==> config.mk <==
export PLATFORM = sky130hd
export DESIGN_NAME = fscr_regs
export DESIGN_NICKNAME = d
export VERILOG_FILES = /design/src/rtl/fscr_pkg.sv /design/src/rtl/fscr_regs.sv
export SDC_FILE = /design/constraint.sdc
export NUM_CORES = 1
export LEC_CHECK = 0
export BUFFER_PORTS_ARGS = -buffer_cell sky130_fd_sc_hd__clkbuf_2
export CAP_MARGIN = 40
export CORE_MARGIN = 3
export CORE_UTILIZATION = 50
export DETAILED_ROUTE_END_ITERATION = 10
export PLACE_DENSITY = 0.78
export SYNTH_ARGS = -nofsm -noshare
export SYNTH_HDL_FRONTEND = slang
export SYNTH_SLANG_ARGS = --single-unit
==> constraint.sdc <==
create_clock -name i_clk -period 2.3 [get_ports i_clk]
set_input_delay 0.345 -clock i_clk [delete_from_list [all_inputs] [get_ports i_clk]]
set_output_delay 0.345 -clock i_clk [all_outputs]
set_load 0.005 [all_outputs]
==> src/rtl/fscr_pkg.sv <==
// Purpose: constants and types for the flash status/config register bank
// Assumes: three 8-bit registers selected by a 2-bit index
// Notes: bit positions follow the register layout of the device
package fscr_pkg;
  localparam logic [1:0] FSCR_SEL_ONE = 2'h0;
  localparam logic [1:0] FSCR_SEL_TWO = 2'h1;
  localparam logic [1:0] FSCR_SEL_THREE = 2'h2;
  // register one bit positions
  localparam int FSCR_B_BUSY = 0;
  localparam int FSCR_B_WEL = 1;
  localparam int FSCR_B_RANGE_LO = 2;
  localparam int FSCR_B_TOPBOT = 5;
  localparam int FSCR_B_UNIT = 6;
  localparam int FSCR_B_PMODE_LO = 7;
  // register two bit positions
  localparam int FSCR_B_PMODE_HI = 0;
  localparam int FSCR_B_QUAD = 1;
  localparam int FSCR_B_PSUS = 2;
  localparam int FSCR_B_LOCK_LO = 3;
  localparam int FSCR_B_CMP = 6;
  localparam int FSCR_B_ESUS = 7;
  // register three bit positions
  localparam int FSCR_B_DUMMY = 0;
  localparam int FSCR_B_SCHEME = 2;
  localparam int FSCR_B_HFM = 4;
  localparam int FSCR_B_DRV_LO = 5;
  localparam int FSCR_B_PINFN = 7;
  // writable masks (non-volatile/shadow fields)
  localparam logic [7:0] FSCR_WMASK_ONE = 8'hfc;
  localparam logic [7:0] FSCR_WMASK_TWO = 8'h7b;
  localparam logic [7:0] FSCR_SHMASK_TWO = 8'h43;
  localparam logic [7:0] FSCR_WMASK_THREE = 8'hf5;
  // factory reset values
  localparam logic [7:0] FSCR_RST_ONE = 8'h00;
  localparam logic [7:0] FSCR_RST_TWO = 8'h00;
  localparam logic [7:0] FSCR_RST_THREE = 8'h70;
  typedef enum logic [2:0] {
    FSCR_WE_NONE = 3'b001,
    FSCR_WE_NV = 3'b010,
    FSCR_WE_VOL = 3'b100
  } fscr_wen_t;
  typedef struct packed {
    logic [7:0] nv_one;
    logic [7:0] nv_two;
    logic [7:0] nv_three;
    logic [7:0] vo_one;
    logic [7:0] vo_two;
    logic [7:0] vo_three;
    fscr_wen_t wen;
    logic busy;
    logic esus;
    logic psus;
    logic [7:0] rdata;
    logic rvalid;
    logic nv_start;
    logic accept;
    logic wp_act;
    logic hold_act;
    logic rst_act;
  } fscr_state_t;
endpackage

==> src/rtl/fscr_regs.sv <==
// Purpose: status and configuration registers of a serial nor flash
// Assumes: command decoder delivers one-cycle strobes on the serial clock
// Notes: non-volatile cells modelled as flops kept across soft reset
//   pin-role outputs are registered with the rest of the state
// How it works
// - nv copies kept for protect, lock, quad bits
// - busy, latch, suspends read-only, internal only
// - latch set by write enable, cleared on done
// - nv write needs mode ok, enable, pin
// - shadow copies drive protection and quad outputs, nv copy drives lock outputs
// - power-up and soft reset load shadows
// - volatile enable then write touches shadows only
// - unit size picks block or sector granularity
// - top-bottom select sets protection direction
// - range bits default zero, zero unprotected
// - operations start only with latch set
// - busy reads one during embedded operation
// - erase suspended flag, resets zero
// - program suspended flag, resets zero
// - complement bit selects inverted map
// - lock bits one-time set, mark protected
// - quad off keeps protect pin, and hold or reset pin per pin function bit
// - drive strength bits, default both one
// - frequency mode bit defaults one
// - scheme bit selects range or block locks
// - dummy select bit, reserved bits zero
// - protect mode encoding gates all writes
// - busy ignores enables, writes and op requests
// - register write data never alters status flags
module fscr_regs
  import fscr_pkg::*;
(
  input wire logic i_clk,
  input wire logic i_rst_n,
  input wire logic i_soft_rst,
  input wire logic i_wren,
  input wire logic i_wren_vol,
  input wire logic i_wrdis,
  input wire logic i_op_req,
  input wire logic i_op_done,
  input wire logic i_sus_erase,
  input wire logic i_sus_prog,
  input wire logic i_resume,
  input wire logic i_wr_req,
  input wire logic [1:0] i_wr_sel,
  input wire logic [7:0] i_wr_data,
  input wire logic i_nv_done,
  input wire logic i_rd_req,
  input wire logic [1:0] i_rd_sel,
  input wire logic i_wp_pin,
  output logic [7:0] o_rd_data,
  output logic o_rd_valid,
  output logic o_busy,
  output logic o_op_start,
  output logic o_nv_start,
  output logic o_unit_sector,
  output logic o_from_bottom,
  output logic [2:0] o_range,
  output logic o_complement,
  output logic [2:0] o_sec_lock,
  output logic o_quad,
  output logic o_wp_active,
  output logic o_hold_active,
  output logic o_reset_active,
  output logic [1:0] o_drive,
  output logic o_high_freq,
  output logic o_block_locks,
  output logic o_dummy_sel
);
  import fscr_pkg::*;
  fscr_state_t s_q, s_d;

  logic [1:0] pmode;
  logic locked;
  logic write_ok;
  logic op_ok;
  logic [7:0] rd_word;
  logic [7:0] wmask;
  logic [7:0] wval;
  logic [7:0] cur_nv;
  logic [7:0] cur_vo;

  always_comb
  begin
    pmode = {s_q.vo_two[FSCR_B_PMODE_HI], s_q.vo_one[FSCR_B_PMODE_LO]};
    // protect mode 00 free, 01 pin low locks when quad off, 1x locked
    locked = pmode[1] || (pmode[0] && !i_wp_pin && !s_q.vo_two[FSCR_B_QUAD]);
    // write needs a preceding enable and unlocked mode
    write_ok = (s_q.wen != FSCR_WE_NONE) && !locked;
    // embedded operation may start only with the latch set
    op_ok = i_op_req && (s_q.wen != FSCR_WE_NONE);

    // status flags merged over shadow values on read
    unique case (i_rd_sel)
      FSCR_SEL_ONE:
      begin
        rd_word = s_q.vo_one;
        rd_word[FSCR_B_WEL] = (s_q.wen != FSCR_WE_NONE);
        rd_word[FSCR_B_BUSY] = s_q.busy;
      end
      FSCR_SEL_TWO:
      begin
        rd_word = s_q.vo_two;
        rd_word[FSCR_B_ESUS] = s_q.esus;
        rd_word[FSCR_B_PSUS] = s_q.psus;
      end
      FSCR_SEL_THREE:
        rd_word = s_q.vo_three;
      default:
        rd_word = 8'h00;
    endcase

    unique case (i_wr_sel)
      FSCR_SEL_ONE:
      begin
        wmask = FSCR_WMASK_ONE;
        cur_nv = s_q.nv_one;
        cur_vo = s_q.vo_one;
      end
      FSCR_SEL_TWO:
      begin
        wmask = FSCR_WMASK_TWO;
        cur_nv = s_q.nv_two;
        cur_vo = s_q.vo_two;
      end
      default:
      begin
        wmask = FSCR_WMASK_THREE;
        cur_nv = s_q.nv_three;
        cur_vo = s_q.vo_three;
      end
    endcase

    s_d = s_q;
    s_d.rvalid = 1'b0;
    s_d.nv_start = 1'b0;
    s_d.accept = 1'b0;
    wval = 8'h00;
    if (i_rd_req && i_rd_sel != 2'h3)
    begin
      s_d.rdata = rd_word;
      s_d.rvalid = 1'b1;
    end

    if (s_q.busy)
    begin
      // embedded operation finishes, latch dropped
      if (i_op_done || i_nv_done)
      begin
        s_d.busy = 1'b0;
        s_d.wen = FSCR_WE_NONE;
        if (i_nv_done)
        begin
          s_d.vo_one = (s_q.vo_one & ~FSCR_WMASK_ONE)
            | (s_q.nv_one & FSCR_WMASK_ONE);
          s_d.vo_two = (s_q.vo_two & ~FSCR_SHMASK_TWO)
            | (s_q.nv_two & FSCR_SHMASK_TWO);
          s_d.vo_three = s_q.nv_three;
        end
      end
      // other commands ignored while busy
    end
    else if (i_wren)
    begin
      s_d.wen = FSCR_WE_NV;
    end
    else if (i_wren_vol)
    begin
      s_d.wen = FSCR_WE_VOL;
    end
    else if (i_wrdis)
    begin
      s_d.wen = FSCR_WE_NONE;
    end
    else if (i_wr_req && i_wr_sel != 2'h3)
    begin
      // a refused write leaves the latch as it was
      if (write_ok)
      begin
        s_d.wen = FSCR_WE_NONE;
        if (s_q.wen == FSCR_WE_VOL)
        begin
          // shadow only, locks untouched, no nv cycle
          if (i_wr_sel == FSCR_SEL_TWO)
            wval = (cur_vo & ~FSCR_SHMASK_TWO)
              | (i_wr_data & FSCR_SHMASK_TWO);
          else
            wval = (cur_vo & ~wmask) | (i_wr_data & wmask);
          unique case (i_wr_sel)
            FSCR_SEL_ONE: s_d.vo_one = wval;
            FSCR_SEL_TWO: s_d.vo_two = wval;
            default: s_d.vo_three = wval;
          endcase
        end
        else
        begin
          // lock bits only ever set
          wval = (cur_nv & ~wmask) | (i_wr_data & wmask);
          if (i_wr_sel == FSCR_SEL_TWO)
            wval[FSCR_B_LOCK_LO +: 3] = cur_nv[FSCR_B_LOCK_LO +: 3]
              | i_wr_data[FSCR_B_LOCK_LO +: 3];
          unique case (i_wr_sel)
            FSCR_SEL_ONE: s_d.nv_one = wval;
            FSCR_SEL_TWO: s_d.nv_two = wval;
            default: s_d.nv_three = wval;
          endcase
          if (i_wr_sel == FSCR_SEL_TWO)
            s_d.vo_two[FSCR_B_LOCK_LO +: 3] = wval[FSCR_B_LOCK_LO +: 3];
          s_d.busy = 1'b1;
          s_d.nv_start = 1'b1;
        end
      end
    end
    else if (op_ok)
    begin
      s_d.busy = 1'b1;
      s_d.accept = 1'b1;
    end

    // suspend flags, set wins over resume
    if (i_resume)
    begin
      s_d.esus = 1'b0;
      s_d.psus = 1'b0;
    end
    if (i_sus_erase)
      s_d.esus = 1'b1;
    if (i_sus_prog)
      s_d.psus = 1'b1;

    if (i_soft_rst)
    begin
      // reload shadows, volatile status cleared
      s_d.vo_one = s_q.nv_one;
      s_d.vo_two = s_q.nv_two;
      s_d.vo_three = s_q.nv_three;
      // power-supply lock mode released by reset
      if (s_q.nv_two[FSCR_B_PMODE_HI] && !s_q.nv_one[FSCR_B_PMODE_LO])
        s_d.vo_two[FSCR_B_PMODE_HI] = 1'b0;
      s_d.wen = FSCR_WE_NONE;
      s_d.busy = 1'b0;
      s_d.esus = 1'b0;
      s_d.psus = 1'b0;
      s_d.nv_start = 1'b0;
      s_d.accept = 1'b0;
    end

    // pin roles follow the shadow quad and pin function bits
    s_d.wp_act = !s_d.vo_two[FSCR_B_QUAD];
    s_d.hold_act = !s_d.vo_two[FSCR_B_QUAD]
      && !s_d.vo_three[FSCR_B_PINFN];
    s_d.rst_act = !s_d.vo_two[FSCR_B_QUAD]
      && s_d.vo_three[FSCR_B_PINFN];
  end

  always_ff @(posedge i_clk)
  begin
    if (!i_rst_n)
    begin
      // power-up: nv defaults, shadows loaded from them
      s_q.nv_one <= FSCR_RST_ONE;
      s_q.nv_two <= FSCR_RST_TWO;
      s_q.nv_three <= FSCR_RST_THREE;
      s_q.vo_one <= FSCR_RST_ONE;
      s_q.vo_two <= FSCR_RST_TWO;
      s_q.vo_three <= FSCR_RST_THREE;
      s_q.wen <= FSCR_WE_NONE;
      s_q.busy <= 1'b0;
      s_q.esus <= 1'b0;
      s_q.psus <= 1'b0;
      s_q.rdata <= 8'h00;
      s_q.rvalid <= 1'b0;
      s_q.nv_start <= 1'b0;
      s_q.accept <= 1'b0;
      s_q.wp_act <= !FSCR_RST_TWO[FSCR_B_QUAD];
      s_q.hold_act <= !FSCR_RST_TWO[FSCR_B_QUAD]
        && !FSCR_RST_THREE[FSCR_B_PINFN];
      s_q.rst_act <= !FSCR_RST_TWO[FSCR_B_QUAD]
        && FSCR_RST_THREE[FSCR_B_PINFN];
    end
    else
      s_q <= s_d;
  end

  // outputs taken from shadow flops, lock bits from the nv copy
  assign o_rd_data = s_q.rdata;
  assign o_rd_valid = s_q.rvalid;
  assign o_busy = s_q.busy;
  assign o_op_start = s_q.accept;
  assign o_nv_start = s_q.nv_start;
  assign o_unit_sector = s_q.vo_one[FSCR_B_UNIT];
  assign o_from_bottom = s_q.vo_one[FSCR_B_TOPBOT];
  assign o_range = s_q.vo_one[FSCR_B_RANGE_LO +: 3];
  assign o_complement = s_q.vo_two[FSCR_B_CMP];
  assign o_sec_lock = s_q.nv_two[FSCR_B_LOCK_LO +: 3];
  assign o_quad = s_q.vo_two[FSCR_B_QUAD];
  assign o_wp_active = s_q.wp_act;
  assign o_hold_active = s_q.hold_act;
  assign o_reset_active = s_q.rst_act;
  assign o_drive = s_q.vo_three[FSCR_B_DRV_LO +: 2];
  assign o_high_freq = s_q.vo_three[FSCR_B_HFM];
  assign o_block_locks = s_q.vo_three[FSCR_B_SCHEME];
  assign o_dummy_sel = s_q.vo_three[FSCR_B_DUMMY];
endmodule

==> results_dict.tcl <==
set metrics [dict create \
    run_status "complete, no violations" \
    synth_fa_ha_area_share_pct 0 \
    drc 0 \
    maxSlewHeadroom_pct 45.9 \
    p_per_area_nw_per_um2 651 \
    crit_chain "or4_4, nor4_4, and2_1, mux2i_1, nor2b_1" \
    synth_mux_area_share_pct 8.12 \
    coreArea_um2 5960 \
    crit_arrival_ns 2.34 \
    ir_drop_v 0.000330 \
    worstMarginPinSlew_ns 0.810 \
    hpwl_mm 5.56 \
    setup_tns_ns 0 \
    fp.dieW_um 84.7 \
    cpMaxStageDelayCell "or4_4" \
    cellLeakagePower_nw 1.50 \
    grt_pass1_wl_mm 12.5 \
    cts_max_level 3 \
    synth_area_um2 3100 \
    synth_warnings 0 \
    cts_tree "yes" \
    grt_max_degree 55 \
    antenna_found_initial 0 \
    syn_nets 373 \
    cts_buffers 9 \
    postCtsHoldBufs 0 \
    final_common_cell "dfxtp_1" \
    cp_num_buf_inv 0 \
    maxCapViolations 0 \
    drive_above_1_share_pct 27.1 \
    post_cts_resized 0 \
    ys_seq_area_share_pct 42.0 \
    ios 57 \
    wl_per_cell_um 16.8 \
    numPlacedInstances 451 \
    die_area_um2 7170 \
    async_flop_share_pct 0 \
    dr.first_iter.drc_count 286 \
    drv_slew 0 \
    finClkSkew_ns 0.00441 \
    critical-path-top-delay-family "simple AND/OR/NAND/NOR gates" \
    finalHoldViolCount 0 \
    layout.nets 414 \
    fin_cells 466 \
    cp_data_required_time_ns 2.53 \
    ant_nets 0 \
    final_cell_mix "65 x dfxtp_1, 56 x clkbuf_2, 43 x nand2_1" \
    synth-xor-area-share_pct 0 \
    clk_path_buf_depth 2 \
    start_util_pct 52.0 \
    syn_to_final_growth_pct 13.7 \
    synth_compound_area_share_pct 19.6 \
    clk_pin_slew_ns 0.06 \
    cts_num_sinks 65 \
    min_period_ns 2.12 \
    rsz0062_at_grt "false" \
    port-buffer-count 56 \
    yosysUniqueCellTypes 51 \
    grt_overflow 0 \
    grt_pass1_vias 2422 \
    fp.dieH_um 84.7 \
    synth-seq-cells 65 \
    synth_top_family_by_area "simple AND/OR/NAND/NOR gates" \
    synthSimpleGateAreaFrac_pct 23.1 \
    root_buffer "clkbuf_8" \
    grt_usage_pct 21.9 \
    cp-start-kind "register" \
    num_rows 28 \
    insertion_delay_ns 0.33 \
    post_cts_buffers 0 \
    vias 2727 \
    firstDrtPassIters 5 \
    via_per_inst 5.85 \
    synth-edff-count 0 \
    max_freq_ghz 0.472 \
    drt_wl_total_mm 7.83 \
    finalSetupViolCount 0 \
    endpoint_kind "register" \
    routabilityCongestion 0.969 \
    critical_path_peak_fanout 7 \
    hold_path_class "in -> reg" \
    synth_area_per_cell_um2 8.95 \
    min_period_over_period_pct 92.1 \
    synthFlopType "dfxtp_1" \
    worstSetupPathType "reg -> reg" \
    syn_inst 346 \
    max_stage_delay_ns 0.57 \
    diodes 0 \
]
## state kept, by name, indices dropped and copies added (netlist names), 2 cells and up
signal and cells:
s_q 33, o_range 3, pmode 2, o_drive 2
o_sec_lock 3, o_rd_data 8
## kinds of logic after synthesis
logic type,count (synthesis)
buffers and inverters,40
AO/OA/AOI/OAI,93
multiplexers,24
flip-flops,65
AND/OR/NAND/NOR,124
## per-stage QoR
stage                     power, W  worst slack [ns]  hold WS (ns)  utilization [%]  instance area (µm²)
after global routing       0.00239            0.0505         0.244             59.1                 3520
after CTS                  0.00230             0.235         0.222             59.1                 3520
after detailed placement   0.00144             0.114         0.443             56.1                 3340
after floorplan            0.00136             0.507         0.424                -                 3100
after global placement     0.00143             0.122         0.442             56.1                 3340
final                      0.00229             0.182         0.229             59.1                 3520
## worst register-to-register path: stages, from the launching register on
cell and delay, ns:
dfxtp_1 0.31, or4_4 0.57, nor4_4 0.36, and2_1 0.47, mux2i_1 0.24, nor2b_1 0.06
## metal layers
layer	up-vias	global-route usage, %	wire [µm]
met1	1311	30.0	3550
met4	0	8.35	87
li1	1311	-	-
met5	-	0	0
met3	8	3.34	504
met2	97	34.7	3680
## cells in the mapped netlist (2+ instances only)
cell      instances  share of area [%]
inv_1             4               0.48
and2_1            7                1.4
a21boi_0          2               0.48
and3_1            3               0.61
mux2_2            9                3.3
buf_4            16                3.9
nand2b_1          5                1.0
nand3_2           2               0.65
a32o_1            2               0.65
a221o_1           2               0.65
a21oi_1          26                4.2
dfxtp_1          65                 42
a21o_1            5                1.2
nor3b_1           2               0.48
nor3_1            2               0.32
nor3b_2           2               0.81
nor4_1            2               0.40
clkbuf_1         18                2.2
nor2_1           11                1.3
mux2i_1          15                4.9
a222oi_1          2               0.65
nand4_1           6                1.2
nand2_1          43                5.2
o22ai_1           8                1.6
nand3_1           7                1.1
a21boi_1          3               0.73
a22oi_1           7                1.7
or3b_2            2               0.57
o21ai_0          25                4.0
nor2b_1          18                3.6
nor4_4            2                1.4
a22o_1            3               0.85
o31a_1            2               0.57
## layout make-up
cell class,instances,area [µm²]
Tap cell,75,93.8
Sequential cell,65,1300
Fill cell,512,2430
Inverter,4,15.0
Timing Repair Buffer,66,355
Clock buffer,12,165
Clock inverter,3,15.0
Multi-Input combinational cell,241,1580
## power breakdown
part / internal (W) / switching [W]
registers: 0.00115 / 0.0000192
clock network: 0.000468 / 0.000408
logic: 0.0000996 / 0.000144
## final timing paths
kind | slack [ns] | from | depth (start not counted) | to
max reg2reg | 0.18 | o_busy | 5 | s_q[53]
min | 0.23 | i_sus_prog | 3 | s_q[14]
max | 0.18 | o_busy | 5 | s_q[53]
min reg2reg | 0.46 | s_q[59] | 1 | s_q[59]
Note: power is estimated with default switching activity, not from simulation.
